$ cat src/gtm_cfg.svh
// register offsets, field positions and reset values of the gated timer
`ifndef GTM_CFG_SVH
`define GTM_CFG_SVH
`define GTM_ADDR_W        2
`define GTM_OFF_TCTRL     2'h0
`define GTM_OFF_GCTRL     2'h1
`define GTM_OFF_CNT_LO    2'h2
`define GTM_OFF_CNT_HI    2'h3
`define GTM_TCTRL_RST     8'h00
`define GTM_GCTRL_RST     8'h00
`define GTM_CNT_RST       16'h0000
`define GTM_TC_ON         0
`define GTM_TC_SYNC_BYP   2
`define GTM_TC_OSC_EN     3
`define GTM_TC_PRE_LSB    4
`define GTM_TC_CS_LSB     6
`define GTM_GC_GSS_LSB    0
`define GTM_GC_GVAL       2
`define GTM_GC_ARMED      3
`define GTM_GC_SPM        4
`define GTM_GC_TM         5
`define GTM_GC_POL        6
`define GTM_GC_GE         7
`define GTM_TCTRL_WMASK   8'hfd
`define GTM_GCTRL_WMASK   8'hf3
`define GTM_INSTR_DIV     2'h3
`endif

$ cat src/gtm_pkg.sv
// types shared by the gated timer
package gtm_pkg;
   typedef enum logic [1:0] {
      GTM_CS_INSTR = 2'h0,
      GTM_CS_SYS   = 2'h1,
      GTM_CS_EXT   = 2'h2,
      GTM_CS_RSVD  = 2'h3
   } gtm_cs_e;

   typedef enum logic [2:0] {
      GTM_SP_IDLE  = 3'h1,
      GTM_SP_WAIT  = 3'h2,
      GTM_SP_ACT   = 3'h4
   } gtm_sp_e;

   typedef struct packed {
      logic       wr;
      logic       rd;
      logic [1:0] addr;
      logic [7:0] wdata;
   } gtm_bus_s;

   typedef struct packed {
      logic gate_pin;
      logic sib_ovf;
      logic cmp1;
      logic cmp2;
   } gtm_gsrc_s;
endpackage

$ cat src/gtm_timer.sv
// gated 16-bit timer with clock select, prescaler, gate logic and register port
`timescale 1ns/10ps
`default_nettype none
`include "gtm_cfg.svh"

module gtm_timer #(
   parameter int CNT_W = 16
) (
   input  wire logic              clk_i,
   input  wire logic              resetn_i,
   input  wire gtm_pkg::gtm_bus_s bus_i,
   output logic [7:0]             rdata_o,
   input  wire gtm_pkg::gtm_gsrc_s gsrc_i,
   input  wire logic              ext_clk_i,
   input  wire logic              sosc_clk_i,
   input  wire logic              cmp_sync_en_i,
   input  wire logic              adc_trig_i,
   output logic                   sosc_en_o,
   output logic                   overflow_flag_o,
   output logic                   gate_event_flag_o,
   output logic [CNT_W-1:0]       count_o
);
   import gtm_pkg::*;

   // stored state, plus the combinational next count
   logic [7:0]       tctrl_q;
   logic [7:0]       gctrl_q;
   logic [CNT_W-1:0] cnt_q;
   logic [CNT_W-1:0] cnt_d;
   logic [1:0]       idiv_q;
   logic [2:0]       pre_q;
   logic             ext_s1_q;
   logic             ext_s2_q;
   logic             ext_prev_q;
   logic             fall_seen_q;
   logic             cmp_s1_q [2];
   logic             cmp_s2_q [2];
   logic             sib_prev_q;
   logic             graw_prev_q;
   logic             tog_q;
   logic             gval_q;
   logic             gval_prev_q;
   gtm_sp_e          sp_q;
   logic             ovf_q;
   logic             gev_q;
   logic [7:0]       rdata_q;

   // decoded and combinational signals
   logic             timer_on;
   logic             wr_lo;
   logic             wr_hi;
   logic             ext_lvl;
   logic             src_tick;
   logic             pre_tick;
   logic             gate_raw;
   logic             gate_pol;
   logic             gate_lvl;
   logic             gate_ok;
   logic             inc;
   logic [2:0]       pre_mask;
   logic             wrap;
   logic             cmp_raw  [2];

   // true when a bus write hits the given offset
   function automatic logic hit(input gtm_bus_s b, input logic [1:0] off);
      hit = b.wr && (b.addr == off);
   endfunction

   assign timer_on = tctrl_q[`GTM_TC_ON];
   assign wr_lo    = hit(bus_i, `GTM_OFF_CNT_LO);
   assign wr_hi    = hit(bus_i, `GTM_OFF_CNT_HI);

   always_ff @(posedge clk_i or negedge resetn_i) begin
      if (!resetn_i) begin
         tctrl_q <= `GTM_TCTRL_RST;
      end else if (hit(bus_i, `GTM_OFF_TCTRL)) begin
         tctrl_q <= bus_i.wdata & `GTM_TCTRL_WMASK;
      end
   end

   always_ff @(posedge clk_i or negedge resetn_i) begin
      if (!resetn_i) begin
         gctrl_q <= `GTM_GCTRL_RST;
      end else begin
         gctrl_q[7:4] <= hit(bus_i, `GTM_OFF_GCTRL) ? bus_i.wdata[7:4] : gctrl_q[7:4];
         gctrl_q[1:0] <= hit(bus_i, `GTM_OFF_GCTRL) ? bus_i.wdata[1:0] : gctrl_q[1:0];
         gctrl_q[2]   <= 1'b0;
         if (hit(bus_i, `GTM_OFF_GCTRL)) begin
            gctrl_q[`GTM_GC_ARMED] <= bus_i.wdata[`GTM_GC_ARMED];
         end else if (sp_q == GTM_SP_ACT && !gate_lvl) begin
            gctrl_q[`GTM_GC_ARMED] <= 1'b0;
         end
      end
   end

   // external clock synchronizer
   always_ff @(posedge clk_i or negedge resetn_i) begin
      if (!resetn_i) begin
         ext_s1_q <= 1'b0;
         ext_s2_q <= 1'b0;
      end else begin
         ext_s1_q <= tctrl_q[`GTM_TC_OSC_EN] ? sosc_clk_i : ext_clk_i;
         ext_s2_q <= ext_s1_q;
      end
   end

   // previous clock level for edge detection
   always_ff @(posedge clk_i or negedge resetn_i) begin
      if (!resetn_i) begin
         ext_prev_q <= 1'b0;
      end else begin
         ext_prev_q <= ext_lvl;
      end
   end

   // bypass uses the raw level, sampled once
   assign ext_lvl = tctrl_q[`GTM_TC_SYNC_BYP] ?
                    (tctrl_q[`GTM_TC_OSC_EN] ? sosc_clk_i : ext_clk_i) : ext_s2_q;

   // falling edge seen since external counting began
   always_ff @(posedge clk_i or negedge resetn_i) begin
      if (!resetn_i) begin
         fall_seen_q <= 1'b0;
      end else if (!timer_on || tctrl_q[7:6] != GTM_CS_EXT) begin
         fall_seen_q <= 1'b0;
      end else if (ext_prev_q && !ext_lvl) begin
         fall_seen_q <= 1'b1;
      end
   end

   // instruction clock divider, free running
   always_ff @(posedge clk_i or negedge resetn_i) begin
      if (!resetn_i) begin
         idiv_q <= 2'h0;
      end else begin
         idiv_q <= idiv_q + 2'h1;
      end
   end

   always_comb begin
      case (gtm_cs_e'(tctrl_q[7:6]))
         GTM_CS_INSTR: src_tick = (idiv_q == `GTM_INSTR_DIV);
         GTM_CS_SYS:   src_tick = 1'b1;
         GTM_CS_EXT:   src_tick = !ext_prev_q && ext_lvl && fall_seen_q;
         default:      src_tick = 1'b0;
      endcase
   end

   always_comb begin
      case (tctrl_q[5:4])
         2'h0:    pre_mask = 3'h0;
         2'h1:    pre_mask = 3'h1;
         2'h2:    pre_mask = 3'h3;
         default: pre_mask = 3'h7;
      endcase
   end

   // tick passes when the masked prescaler bits are all ones
   assign pre_tick = src_tick && ((pre_q & pre_mask) == pre_mask);

   // prescaler count, restarts while off
   always_ff @(posedge clk_i or negedge resetn_i) begin
      if (!resetn_i) begin
         pre_q <= 3'h0;
      end else if (!timer_on) begin
         pre_q <= 3'h0;
      end else if (src_tick) begin
         pre_q <= pre_q + 3'h1;
      end
   end

   // comparator synchronizers, one stage pair per comparator
   assign cmp_raw[0] = gsrc_i.cmp1;
   assign cmp_raw[1] = gsrc_i.cmp2;

   for (genvar g = 0; g < 2; g++) begin : g_cmp_sync
      always_ff @(posedge clk_i or negedge resetn_i) begin
         if (!resetn_i) begin
            cmp_s1_q[g] <= 1'b0;
            cmp_s2_q[g] <= 1'b0;
         end else begin
            cmp_s1_q[g] <= cmp_raw[g];
            cmp_s2_q[g] <= cmp_s1_q[g];
         end
      end
   end

   // sibling wrap edge detector
   always_ff @(posedge clk_i or negedge resetn_i) begin
      if (!resetn_i) begin
         sib_prev_q <= 1'b0;
      end else begin
         sib_prev_q <= gsrc_i.sib_ovf;
      end
   end

   always_comb begin
      case (gctrl_q[1:0])
         2'h0:    gate_raw = gsrc_i.gate_pin;
         2'h1:    gate_raw = gsrc_i.sib_ovf && !sib_prev_q;
         2'h2:    gate_raw = cmp_sync_en_i ? cmp_s2_q[0] : gsrc_i.cmp1;
         default: gate_raw = cmp_sync_en_i ? cmp_s2_q[1] : gsrc_i.cmp2;
      endcase
   end

   // polarity applied before toggle, status and single pulse
   assign gate_pol = gctrl_q[`GTM_GC_POL] ? gate_raw : !gate_raw;

   // previous polarized gate level for edge detection
   always_ff @(posedge clk_i or negedge resetn_i) begin
      if (!resetn_i) begin
         graw_prev_q <= 1'b0;
      end else begin
         graw_prev_q <= gate_pol;
      end
   end

   // toggle flip-flop on rising edges of the polarized gate
   always_ff @(posedge clk_i or negedge resetn_i) begin
      if (!resetn_i) begin
         tog_q <= 1'b0;
      end else if (!gctrl_q[`GTM_GC_TM] || !timer_on) begin
         tog_q <= 1'b0;
      end else if (gate_pol && !graw_prev_q) begin
         tog_q <= !tog_q;
      end
   end

   // toggle output replaces the gate level in toggle mode
   assign gate_lvl = gctrl_q[`GTM_GC_TM] ? tog_q : gate_pol;

   always_ff @(posedge clk_i or negedge resetn_i) begin
      if (!resetn_i) begin
         sp_q <= GTM_SP_IDLE;
      end else begin
         case (sp_q)
            GTM_SP_IDLE: if (gctrl_q[`GTM_GC_SPM] && gctrl_q[`GTM_GC_ARMED]) begin
               sp_q <= GTM_SP_WAIT;
            end
            GTM_SP_WAIT: if (!gctrl_q[`GTM_GC_SPM] || !gctrl_q[`GTM_GC_ARMED]) begin
               sp_q <= GTM_SP_IDLE;
            end else if (gate_lvl) begin
               sp_q <= GTM_SP_ACT;
            end
            GTM_SP_ACT: if (!gate_lvl || !gctrl_q[`GTM_GC_SPM]) begin
               sp_q <= GTM_SP_IDLE;
            end
            default: sp_q <= GTM_SP_IDLE;
         endcase
      end
   end

   always_comb begin
      if (!gctrl_q[`GTM_GC_GE]) begin
         gate_ok = 1'b1;
      end else if (gctrl_q[`GTM_GC_SPM]) begin
         gate_ok = (sp_q == GTM_SP_ACT) && gate_lvl;
      end else begin
         gate_ok = gate_lvl;
      end
   end

   // one count per prescaled tick while on and the gate permits
   assign inc = timer_on && gate_ok && pre_tick;

   // count update: write beats trigger beats increment
   always_comb begin
      cnt_d = cnt_q;
      if (adc_trig_i) begin
         cnt_d = `GTM_CNT_RST;
      end else if (inc) begin
         cnt_d = cnt_q + 16'h0001;
      end
      if (wr_lo) begin
         cnt_d[7:0] = bus_i.wdata;
      end
      if (wr_hi) begin
         cnt_d[15:8] = bus_i.wdata;
      end
   end

   // count register
   always_ff @(posedge clk_i or negedge resetn_i) begin
      if (!resetn_i) begin
         cnt_q <= `GTM_CNT_RST;
      end else begin
         cnt_q <= cnt_d;
      end
   end

   // gate level status, live whatever gate enable says
   always_ff @(posedge clk_i or negedge resetn_i) begin
      if (!resetn_i) begin
         gval_q      <= 1'b0;
         gval_prev_q <= 1'b0;
      end else begin
         gval_q      <= gate_lvl;
         gval_prev_q <= gval_q;
      end
   end

   // rollover by increment only; trigger clear or byte write never flags
   assign wrap = inc && (cnt_q == 16'hffff);

   always_ff @(posedge clk_i or negedge resetn_i) begin
      if (!resetn_i) begin
         ovf_q <= 1'b0;
      end else begin
         ovf_q <= wrap && !adc_trig_i && !wr_lo && !wr_hi;
      end
   end

   // one-cycle pulse on a falling gate level status
   always_ff @(posedge clk_i or negedge resetn_i) begin
      if (!resetn_i) begin
         gev_q <= 1'b0;
      end else begin
         gev_q <= gval_prev_q && !gval_q;
      end
   end

   // readback, one cycle after the read strobe
   always_ff @(posedge clk_i or negedge resetn_i) begin
      if (!resetn_i) begin
         rdata_q <= 8'h00;
      end else if (bus_i.rd) begin
         case (bus_i.addr)
            `GTM_OFF_TCTRL:  rdata_q <= tctrl_q;
            `GTM_OFF_GCTRL:  rdata_q <= {gctrl_q[7:3], gval_q, gctrl_q[1:0]};
            `GTM_OFF_CNT_LO: rdata_q <= cnt_q[7:0];
            default:         rdata_q <= cnt_q[15:8];
         endcase
      end else begin
         rdata_q <= 8'h00;
      end
   end

   // outputs straight from registers
   assign rdata_o           = rdata_q;
   assign sosc_en_o         = tctrl_q[`GTM_TC_OSC_EN];
   assign overflow_flag_o   = ovf_q;
   assign gate_event_flag_o = gev_q;
   assign count_o           = cnt_q;
endmodule
`default_nettype wire

$ cat config.mk
export PLATFORM = sky130hd
export DESIGN_NAME = gtm_timer
export DESIGN_NICKNAME = d
export VERILOG_FILES = /design/src/gtm_pkg.sv /design/src/gtm_timer.sv
export VERILOG_INCLUDE_DIRS = /design/src
export SDC_FILE = /design/constraint.sdc
export NUM_CORES = 1
export LEC_CHECK = 0
export ABC_AREA = 1
export BUFFER_PORTS_ARGS = -buffer_cell sky130_fd_sc_hd__buf_2
export CAP_MARGIN = 25
export CORE_MARGIN = 2
export CORE_UTILIZATION = 45
export CTS_CLUSTER_SIZE = 20
export DETAILED_ROUTE_END_ITERATION = 16
export PLACE_DENSITY = 0.74
export SLEW_MARGIN = 25
export SYNTH_ARGS = -nofsm -noshare
export SYNTH_HDL_FRONTEND = slang
export SYNTH_SLANG_ARGS = --single-unit
$ cat constraint.sdc
create_clock -name clk_i -period 4.07 [get_ports clk_i]
set_clock_uncertainty 0.2 [all_clocks]
set_input_delay 0.407 -clock clk_i [delete_from_list [all_inputs] [get_ports clk_i]]
set_output_delay 0.407 -clock clk_i [all_outputs]
set_load 0.1 [all_outputs]
==> results of run 1 <==
[cells in the final DEF (no fill, tap or decap), types with 8 or more instances in the layout]
cell type,n
inv_1,49
clkbuf_8,9
o21ai_1,8
o21ai_0,21
nand2_1,113
dfrtp_1,60
nand3_1,26
nor2_2,8
nor2_1,17
a21oi_1,8
o22ai_1,9
buf_2,48
[metal layers]
| layer | GRT usage | vias to the layer above | routed length [µm] |
|---|---|---|---|
| li1 | - | 1405 | - |
| met1 | 0.3034 | 1323 | 3611 |
| met2 | 0.3388 | 107 | 3616 |
| met3 | 0.06503 | 17 | 580 |
| met4 | 0.07692 | 0 | 140 |
| met5 | 0 | - | 0 |
[report_power, final]
| part | switching [mW] | total [mW] | internal (mW) |
|---|---|---|---|
| clock network | 0.290 | 0.525 | 0.235 |
| registers | 0.0804 | 0.769 | 0.689 |
| logic | 0.397 | 0.512 | 0.115 |
[worst min path at each step]
stage                     start           to  slack, ns  cells past startpoint
floorplan              resetn_i  cmp_s1_q[0]      -0.09                      0
global placement    cmp_s1_q[0]  cmp_s2_q[0]       0.14                      0
detailed placement  cmp_s1_q[0]  cmp_s2_q[0]       0.13                      0
CTS                  sosc_clk_i     ext_s1_q       0.07                      3
global route         sosc_clk_i     ext_s1_q       0.07                      3
finish               sosc_clk_i     ext_s1_q       0.08                      3
[stage by stage]
step                      total power, mW  cells  instance area [µm²]
after floorplan                     1.170    390                 3159
after global placement              1.279    527                 3480
after detailed placement            1.288    527                 3480
after CTS                           1.816    547                 3706
after global routing                1.895    547                 3706
final                               1.807    547                 3706
[registers in the layout, summed over array words and instances, names as in the netlist]
name	cells
gval_q	1
ext_prev_q	1
ext_s1_q	1
gate_event_flag_o	1
cmp_s2_q	2
count_o	16
gval_prev_q	1
gctrl_q	7
fall_seen_q	1
sp_q	3
sib_prev_q	1
graw_prev_q	1
idiv_q	2
tctrl_q	7
rdata_o	8
cmp_s1_q	2
ext_s2_q	1
pre_q	3
overflow_flag_o	1
tog_q	1
[cell type report]
cell class	instances	area, µm²
clock buffer	9	123.9
clock inverter	7	62.56
fill	650	3088
inverter	53	198.9
multi-input combinational	268	1385
sequential	61	1528
tap	96	120.1
timing repair buffer	53	287.8
[kinds of logic after synthesis]
family                   count (synthesis)  share of synthesized area
AO/OA/AOI/OAI                           67                     0.1303
XOR/XNOR                                 1                   0.002773
adder cells (fa/ha/maj)                  3                    0.01188
buffers and inverters                   61                    0.07801
flip-flops                              61                     0.4836
AND/OR/NAND/NOR                        197                     0.2935
[worst max-delay path, stage by stage]
cell           delay (ns)
dlygate4sd3_1        0.53
buf_2                0.13
nand2_1              0.06
nand3_1              0.07
nand2_1              0.07
nand2_1              0.06
nand3_1              0.09
nand3_1              0.10
nand3_1              0.10
nand2_2              0.07
nand2_4              0.24
nand2_4              0.14
nand2_1              0.10
nand2_1              0.05
[what timing repair did]
action                     4_1_cts  5_1_grt
hold endpoints to repair        33        0
setup endpoints to repair        0        0
hold buffers                     4        0
==> impl_results.md, run 1 <==
* Status: finished, final reports clean
* Clock Path Buffers at 2
* Fmax at 462.9 MHz
* Grt total ovfl at 0
* Distinct cells, synth at 38
* Nature of the critical path endpoint: flip-flop
* Final setup viols at 0
* Row Count at 30
* GRT Total Usage at 0.2220
* R2r setup slk at 2.05 ns
* Initial antenna violation count at 0
* Worst hold margin at about 0.078 ns
* Max FO, Critical Path at 19
* Mean Syn Cell Area at between 8 and 9 µm²
* HPWL Detailed at ~5.7 mm
* Mapped Cells at 390
* Maximum level of the CTS H-tree at 3
* PwrDens at 487.4 nW/µm²
* Ant diodes at 0
* Sequential share of the synthesized area at 0.4836
* Hold Vio Cnt, Final at 0
* FF-to-FF End: count_o[12]
* Slew of the pin with the lowest slew margin at around 0.73 ns
* Tightest Hold Check Type: primary input to flip-flop
* Clock Sinks at just over 60
* Area Overhead vs Synth at 17.31%
* Slew margin rel. at 0.5157
* Number of synthesized flops with an enable pin at 0
* CTS clock-pin slew for the worst setup and hold paths at around 0.080 ns
* Arrival time at the worst endpoint at ~2.2 ns
* Setup crit end: count_o[13]
* Drt wl/cell at approximately 15 µm
* Crit path from: gsrc_i[1]
* Worst Reg-to-Reg Cells at 10
* Core area at 6794 µm²
* Cell with the most instances after synthesis: nand2_1
* Max_cap viols at 0
* Postcts setup bufs at 0
* Final wirelength at slightly below 8 mm
* Crit path required time at 4.13 ns
* CTS tree: built
* CTS Buf Count at 9
* Top cells by count, synth: nand2_1, dfrtp_1, inv_1
* Detail Route Antenna Nets at 0
* DR iter-0 viols at 219
* Later-pin clock latency in the skew report at roughly 0.37 ns
* RR Startpoint: count_o[1]
* Buffers on Ports at between 40 and 50
* Die area at approximately 7700 µm²
* Fin util at 0.5455
* Yosys Warn Count at 0
* GP Congestion at between 0.9 and 1
* Final Max Tran Viols at 0
* Crit share post-route at 0.5308
* Leak at about 1.9 nW
* Vias in the first global route at 2,563
* Cell taking the most area after synthesis: dfrtp_1
* Largest net degree at the start of global routing at 32
* WS Path Type: primary input to flip-flop
* Period minus WS final at 2.160 ns
* Ys flop type: dfrtp_1
* Die Y at about 88 µm
* Effective utilization at floorplan at 0.4650
* Synthesized net count at around 420
* First-pass GRT wire length at 12.81 mm
* Startpoint types: primary input
* # DRC at 0
* Fraction of layout cells with a size suffix above 1 at 0.2195
* Overall die width at 87.79 µm
* RSZ-0062 raised after global routing: no
* Nets at between 400 and 500
* Via Count at 2,852
* I/O pin count at 49
* Final WS setup at about 1.9 ns
* Cts repair resizes at 0
* Pre-Repair DR Iteration Count at 6
* Vias per cell at ~5.2
* Share of the synthesized area in the top cell type at 0.4752
* VDD IR max at 300.5 µV
* Place WS at 1.943 ns
* Fraction of registers with async set/reset at 1.000
* Setup Total Neg Slack at 0 ns
* Clock root buffer: clkbuf_8
* Seq cells post-synth at 61
* Mapped cell area at 3159 µm²
* Synth top area cells: dfrtp_1, nand2_1, inv_1
No activity file was read; power rests on OpenSTA's default activity.
==> inputs of run 2 (changes only) <==
--- a/config.mk
+++ b/config.mk
@@ -6,14 +6,14 @@
 export SDC_FILE = /design/constraint.sdc
 export NUM_CORES = 1
 export LEC_CHECK = 0
-export ABC_AREA = 1
+export ABC_AREA = 0
 export BUFFER_PORTS_ARGS = -buffer_cell sky130_fd_sc_hd__buf_2
 export CAP_MARGIN = 25
 export CORE_MARGIN = 2
 export CORE_UTILIZATION = 45
 export CTS_CLUSTER_SIZE = 20
 export DETAILED_ROUTE_END_ITERATION = 16
-export PLACE_DENSITY = 0.74
+export PLACE_DENSITY = 0.76
 export SLEW_MARGIN = 25
 export SYNTH_ARGS = -nofsm -noshare
 export SYNTH_HDL_FRONTEND = slang
==> constraint.sdc (replaced) <==
create_clock -name clk_i -period 1.9 [get_ports clk_i]
set_clock_uncertainty 0.2 [all_clocks]
set_input_delay 0.19 -clock clk_i [delete_from_list [all_inputs] [get_ports clk_i]]
set_output_delay 0.19 -clock clk_i [all_outputs]
set_load 0.1 [all_outputs]
==> impl_results.md, run 2 <==
* Nets at 422 (-10%)
* Synth top area cells: dfrtp_1, mux2_2, mux4_2
* Power Total at 4.325 mW (+140%)
* Die area at 7555 µm² (-2.0%)
* Crit path required time at 1.98 ns (-2.15 ns)
* Fraction of registers with async set/reset at 1.000 (unchanged)
* R2r setup slk at -0.56 ns (-2.61 ns)
* Clock root buffer: clkbuf_8
* GRT busiest layer: met2
* Distinct cells, synth at 51 (+34%)
* Yosys Warn Count at 0 (unchanged)
* Share of the synthesized area in the top cell type at 0.4852 (+0.009993)
* Tightest Hold Check Type: primary input to flip-flop
* Final wirelength at 8.905 mm (+12%)
* # DRC at 0 (unchanged)
* Buffers on Ports at 48 (unchanged)
* Met2 Use GR at 0.4247 (+0.08586)
* Critical Path Max Stage Delay at 0.39 ns (-0.14 ns)
* Most common cell after layout, fill and taps aside: dfrtp_1
* Setup Total Neg Slack at -10.73 ns (-10.73 ns)
* Clock Path Buffers at 2 (unchanged)
* Ant diodes at 0 (unchanged)
* RSZ-0062 raised after global routing: yes
* Area Overhead vs Synth at 35.42%
* DR iter-0 viols at 194 (-11%)
* Nature of the critical path endpoint: flip-flop
* CP max stage cell: dfrtp_1
* # fillers at 513 (-21%)
* I/O pin count at 49 (unchanged)
* Number of synthesized flops with an enable pin at 0 (unchanged)
* GRT met1 Usage at 0.3119 (+0.008504)
* Place WS at -0.5420 ns (-2.485 ns)
* Drt wl/cell at 18.48 µm (+27%)
* Fraction of layout cells with a size suffix above 1 at 0.4005 (+0.1810)
* HPWL Detailed at 6.344 mm (+12%)
* Dpl cells at 449 (-15%)
* Most frequent cells in the layout: dfrtp_1, buf_4, buf_2
* Arrival time at the worst endpoint at 2.54 ns (+0.32 ns)
* Largest net degree at the start of global routing at 24 (-25%)
* Mapped cell area at 3094 µm² (-2.1%)
* CP cell instances: or3b_1 -> a211o_1 -> a2111oi_4 -> nand4_2 -> buf_4 -> or3_1 -> nand3_1
* Vias per cell at 5.859 (+12%)
* Fmax at just over 400 MHz
* Pre-Repair DR Iteration Count at 5 (-1)
* Top cells by count, synth: dfrtp_1, nand2_1, nor2_1
* CTS Buf Count at 9 (unchanged)
* Core area at 6719 µm² (-1.1%)
* Vias in the first global route at 2,980 (+16%)
* Setup crit end: count_o[2]
* Hold Vio Cnt, Final at 0 (unchanged)
* Failing checks: setup timing
* Clock Sinks at 61 (unchanged)
* Design area at 4190 µm² (+13%)
* Worst hold margin at 0.02234 ns (-0.05600 ns)
* PwrDens at 1032 nW/µm² (+110%)
* Grt total ovfl at 0 (unchanged)
* Mean Syn Cell Area at 10.90 µm² (+34%)
* First-pass GRT wire length at 14.32 mm (+12%)
* Fin util at 0.6237 (+0.07816)
* Max_cap viols at 0 (unchanged)
* DP Area at 3781 µm² (+8.7%)
* Startpoint types: flip-flop
* Initial antenna violation count at 0 (unchanged)
* Crit share post-route at 1.294
* Synthesized net count at 309 (-26%)
* Max reg flops at 16 (unchanged)
* Post-Layout Cell Count at 482 (-12%)
* Met3 Track Usage GR at 0.03412 (-0.03091)
* Detail Route Antenna Nets at 0 (unchanged)
* Maximum level of the CTS H-tree at 3 (unchanged)
* Leak at 1.934 nW (+3.0%)
* GP Congestion at 0.9471 (-3.5%)
* Max FO, Critical Path at 11 (-8)
* Seq cells post-synth at 61 (unchanged)
* Cell taking the most area after synthesis: dfrtp_1
* Later-pin clock latency in the skew report at 0.35 ns (-0.02 ns)
* FF-to-FF End: count_o[2]
* Overall die width at 86.92 µm (-0.99%)
* Worst Reg-to-Reg Cells at 7 (-3)
* Status: finished with violations
* Slew margin rel. at 0.5438 (+0.02812)
* Row Count at 30 (unchanged)
* Via Count at 2,824 (-0.98%)
* Effective utilization at floorplan at 0.4605 (-0.004488)
* CTS clock-pin slew for the worst setup and hold paths at 0.07 ns (about the same)
* VDD IR max at 396.9 µV (+32%)
* RR Startpoint: tctrl_q[6]
* Mapped Cells at 284 (-27%)
* GRT Total Usage at 0.2527 (+0.03065)
* Period minus WS final at around 2.5 ns
* Ys flop type: dfrtp_1
* Final setup viols at 26 (+26)
* Sequential share of the synthesized area at 0.4937 (+0.01017)
* CTS tree: built
* Die Y at 86.92 µm (-0.99%)
* Final Max Tran Viols at 0 (unchanged)
* Slew of the pin with the lowest slew margin at 0.6791 ns (-0.04740 ns)
* Cell with the most instances after synthesis: dfrtp_1
* Final WS setup at -0.5581 ns (-2.468 ns)
* WS Path Type: flip-flop to flip-flop
* Crit path from: tctrl_q[6]
-- run 2: final cells by class --
class | count | area (µm²) | area share
clock inverter | 1 | 5.005 | 0.001194
tap | 80 | 100.1 | 0.02389
inverter | 6 | 22.52 | 0.005375
multi-input combinational | 206 | 1565 | 0.3735
clock buffer | 15 | 176.4 | 0.04210
sequential | 61 | 1540 | 0.3676
timing repair buffer | 113 | 780.7 | 0.1863
-- run 2: cell families after synthesis --
group	after synthesis	share of synthesized area
AO/OA/AOI/OAI	54	0.1298
XOR/XNOR	5	0.01415
adder cells (fa/ha/maj)	3	0.01213
buffers and inverters	17	0.02467
flip-flops	61	0.4937
multiplexers	29	0.1330
AND/OR/NAND/NOR	115	0.1925
-- run 2: what timing repair did --
item | in CTS | in global routing
gates resized for setup | 8 | 6
pin swaps | 2 | 6
hold buffers | 13 | 0
hold endpoints to repair | 94 | 0
buffers inserted | 3 | 2
setup endpoints to repair | 25 | 27
-- run 2: layer usage --
layer | up-vias | part of all wire
met5 | - | 0
met1 | 1379 | 0.40
met3 | 28 | 0.072
li1 | 1274 | -
met4 | 0 | 0.032
met2 | 143 | 0.50
-- run 2: critical path: cells and delay by family (launching register included) --
| family | cells | cell delay [ns] |
|---|---|---|
| simple gates | 4 | 0.97 |
| buf+inv | 1 | 0.22 |
| compound gates | 2 | 0.61 |
| flops | 1 | 0.39 |
-- run 2: how the worst min path moves through the flow --
stage,start,end,slack [ns],cells after the start
2_1_floorplan,resetn_i,cmp_s1_q[0],-0.31,0
3_5_place_dp,resetn_i,sp_q[2],-0.06,1
4_1_cts,sosc_clk_i,ext_s1_q,0.02,4
6_report,sosc_clk_i,ext_s1_q,0.02,4
5_1_grt,ext_clk_i,ext_s1_q,0.04,4
3_3_place_gp,resetn_i,sp_q[2],-0.06,1
-- run 2: where the power goes --
part           leakage [nW]  switching, mW  internal, mW  total (mW)
Clock                0.0937          0.484         0.580        1.06
Combinational          1.08           1.03         0.558        1.59
Sequential            0.760          0.176          1.50        1.67
Total                  1.93           1.69          2.64        4.32
==> inputs of run 3 (changes only) <==
--- a/config.mk
+++ b/config.mk
@@ -11,6 +11,7 @@
 export CAP_MARGIN = 25
 export CORE_MARGIN = 2
 export CORE_UTILIZATION = 45
+export CTS_CLUSTER_DIAMETER = 150
 export CTS_CLUSTER_SIZE = 20
 export DETAILED_ROUTE_END_ITERATION = 16
 export PLACE_DENSITY = 0.76
==> constraint.sdc (replaced) <==
create_clock -name clk_i -period 2.2 [get_ports clk_i]
set_clock_uncertainty 0.2 [all_clocks]
set_input_delay 0.22 -clock clk_i [delete_from_list [all_inputs] [get_ports clk_i]]
set_output_delay 0.22 -clock clk_i [all_outputs]
set_load 0.1 [all_outputs]
==> impl_results.md, run 3 (synthesis results as in run 2) <==
* Fraction of layout cells with a size suffix above 1 at 0.4090 (+0.008473)
* Final WS setup at -0.2937 ns (+0.2644 ns)
* Buffers on Ports at 48 (unchanged)
* Initial antenna violation count at 0 (unchanged)
* Nets at 399 (-5.5%)
* Crit path required time at 2.27 ns (+0.29 ns)
* Core area at 6719 µm² (unchanged)
* Nature of the critical path endpoint: flip-flop
* Ant diodes at 0 (unchanged)
* Worst hold margin at 0.02421 ns (+0.001867 ns)
* Vias per cell at 5.972 (+1.9%)
* Maximum level of the CTS H-tree at 3 (unchanged)
* Max_cap viols at 0 (unchanged)
* CTS clock-pin slew for the worst setup and hold paths at 0.07 ns (about the same)
* WS Path Type: flip-flop to flip-flop
* CTS tree: built
* Final wirelength at 8.582 mm (-3.6%)
* RSZ-0062 raised after global routing: yes
* Status: finished with violations
* Max reg flops at 16 (unchanged)
* Most common cell after layout, fill and taps aside: dfrtp_1
* Effective utilization at floorplan at 0.4605 (unchanged)
* Period minus WS final at 2.494 ns (+0.03560 ns)
* Post-Layout Cell Count at 459 (-4.8%)
* Die area at 7555 µm² (unchanged)
* Multi-input logic area at 1669 µm² (+6.6%)
* Vias in the first global route at 2,634 (-12%)
* Hold Vio Cnt, Final at 0 (unchanged)
* Failing checks: setup timing
* Arrival time at the worst endpoint at 2.57 ns (+0.03 ns)
* Die Y at 86.92 µm (unchanged)
* Max FO, Critical Path at 6 (-5)
* Clock Sinks at 61 (unchanged)
* Tightest Hold Check Type: primary input to flip-flop
* Leak at 1.863 nW (-3.7%)
* Overall die width at 86.92 µm (unchanged)
* DP Area at 3590 µm² (-5.1%)
* Clock Path Buffers at 2 (unchanged)
* CTS Buf Count at 9 (unchanged)
* GP Congestion at 0.9190 (-3.0%)
* Slew of the pin with the lowest slew margin at 1.006 ns (+0.3273 ns)
* Drt wl/cell at 18.70 µm (+1.2%)
* PwrDens at 936.7 nW/µm² (-9.2%)
* Via Count at 2,741 (-2.9%)
* Startpoint types: flip-flop
* Design area at 4183 µm² (-0.18%)
* Pre-Repair DR Iteration Count at 5 (unchanged)
* DR iter-0 viols at 213 (+9.8%)
* Register area at 1540 µm² (unchanged)
* Final Max Tran Viols at 0 (unchanged)
* Most frequent cells in the layout: dfrtp_1, buf_2, nand2_1
* # fillers at 480 (-6.4%)
* VDD IR max at 461.4 µV (+16%)
* Detail Route Antenna Nets at 0 (unchanged)
* Grt total ovfl at 0 (unchanged)
* HPWL Detailed at 5.849 mm (-7.8%)
* Slew margin rel. at 0.3266 (-0.2172)
* Row Count at 30 (unchanged)
* First-pass GRT wire length at 13.17 mm (-8.1%)
* Fmax at 401.0 MHz (-1.4%)
* # DRC at 0 (unchanged)
* I/O pin count at 49 (unchanged)
* Dpl cells at 425 (-5.3%)
* Crit share post-route at 1.134 (-0.1602)
* Setup Total Neg Slack at -3.993 ns (+6.736 ns)
* GRT Total Usage at 0.2304 (-0.02229)
* Fin util at 0.6225 (-0.001117)
* Largest net degree at the start of global routing at 39 (+63%)
* Later-pin clock latency in the skew report at 0.35 ns (about the same)
* Final setup viols at 21 (-19%)
* Clock root buffer: clkbuf_8
* Area Overhead vs Synth at 35.18%
[run 3: critical path, stage by stage (launching register included)]
cell	delay (ns)
dfrtp_1	0.39
or3b_1	0.40
a211o_1	0.29
a2111oi_4	0.35
nand4_4	0.21
or4_1	0.46
nand3_1	0.12
[run 3: path summary, 6_finish.rpt]
check	start	endpoint	slack, ns	cells past startpoint
setup / recovery	tctrl_q[6]	count_o[8]	-0.29	6
hold / removal	bus_i[7]	gctrl_q[7]	0.02	2
setup reg to reg	tctrl_q[6]	count_o[8]	-0.29	6
hold reg to reg	cmp_s1_q[0]	cmp_s2_q[0]	0.15	0
max in group asynchronous	resetn_i	tctrl_q[3]	0.97	3
min in group asynchronous	resetn_i	gate_event_flag_o	0.21	2
[run 3: layer usage]
layer	share of wire	GRT usage	wire length (µm)
met1	0.42	0.3123	3602
met2	0.49	0.3671	4199
met3	0.067	0.02654	574
met4	0.024	0.1151	206
met5	0	0	0
[run 3: where the power goes]
part           internal [mW]  switching [mW]  total [mW]
clock network          0.696           0.437        1.13
logic                  0.454           0.837        1.29
registers               1.29           0.201        1.49
total                   2.44            1.48        3.92
[run 3: final cells by class]
cell class              instances  area share
flip-flops and latches         61      0.3682
clock inverters                 4     0.01675
clock buffers                  12     0.03709
inverters                       6    0.005384
well taps                      80     0.02393
multi-input cells             206      0.3990
repair buffers                 90      0.1496
[run 3: metrics by stage]
| step | setup slack (ns) | power (mW) |
|---|---|---|
| floorplan | -0.1731 | 2.282 |
| global placement | -0.2730 | 2.597 |
| detailed placement | -0.3215 | 2.630 |
| CTS | -0.2507 | 3.838 |
| global route | -0.3606 | 4.066 |
| finish | -0.2937 | 3.918 |
[run 3: timing repair]
item,4_1_cts,5_1_grt
endpoints found under the setup margin,22,22
hold buffers,12,0
gates resized for setup,29,16
cloned,0,1
pin swaps,7,5
buffers inserted,3,3
hold endpoints to repair,50,0
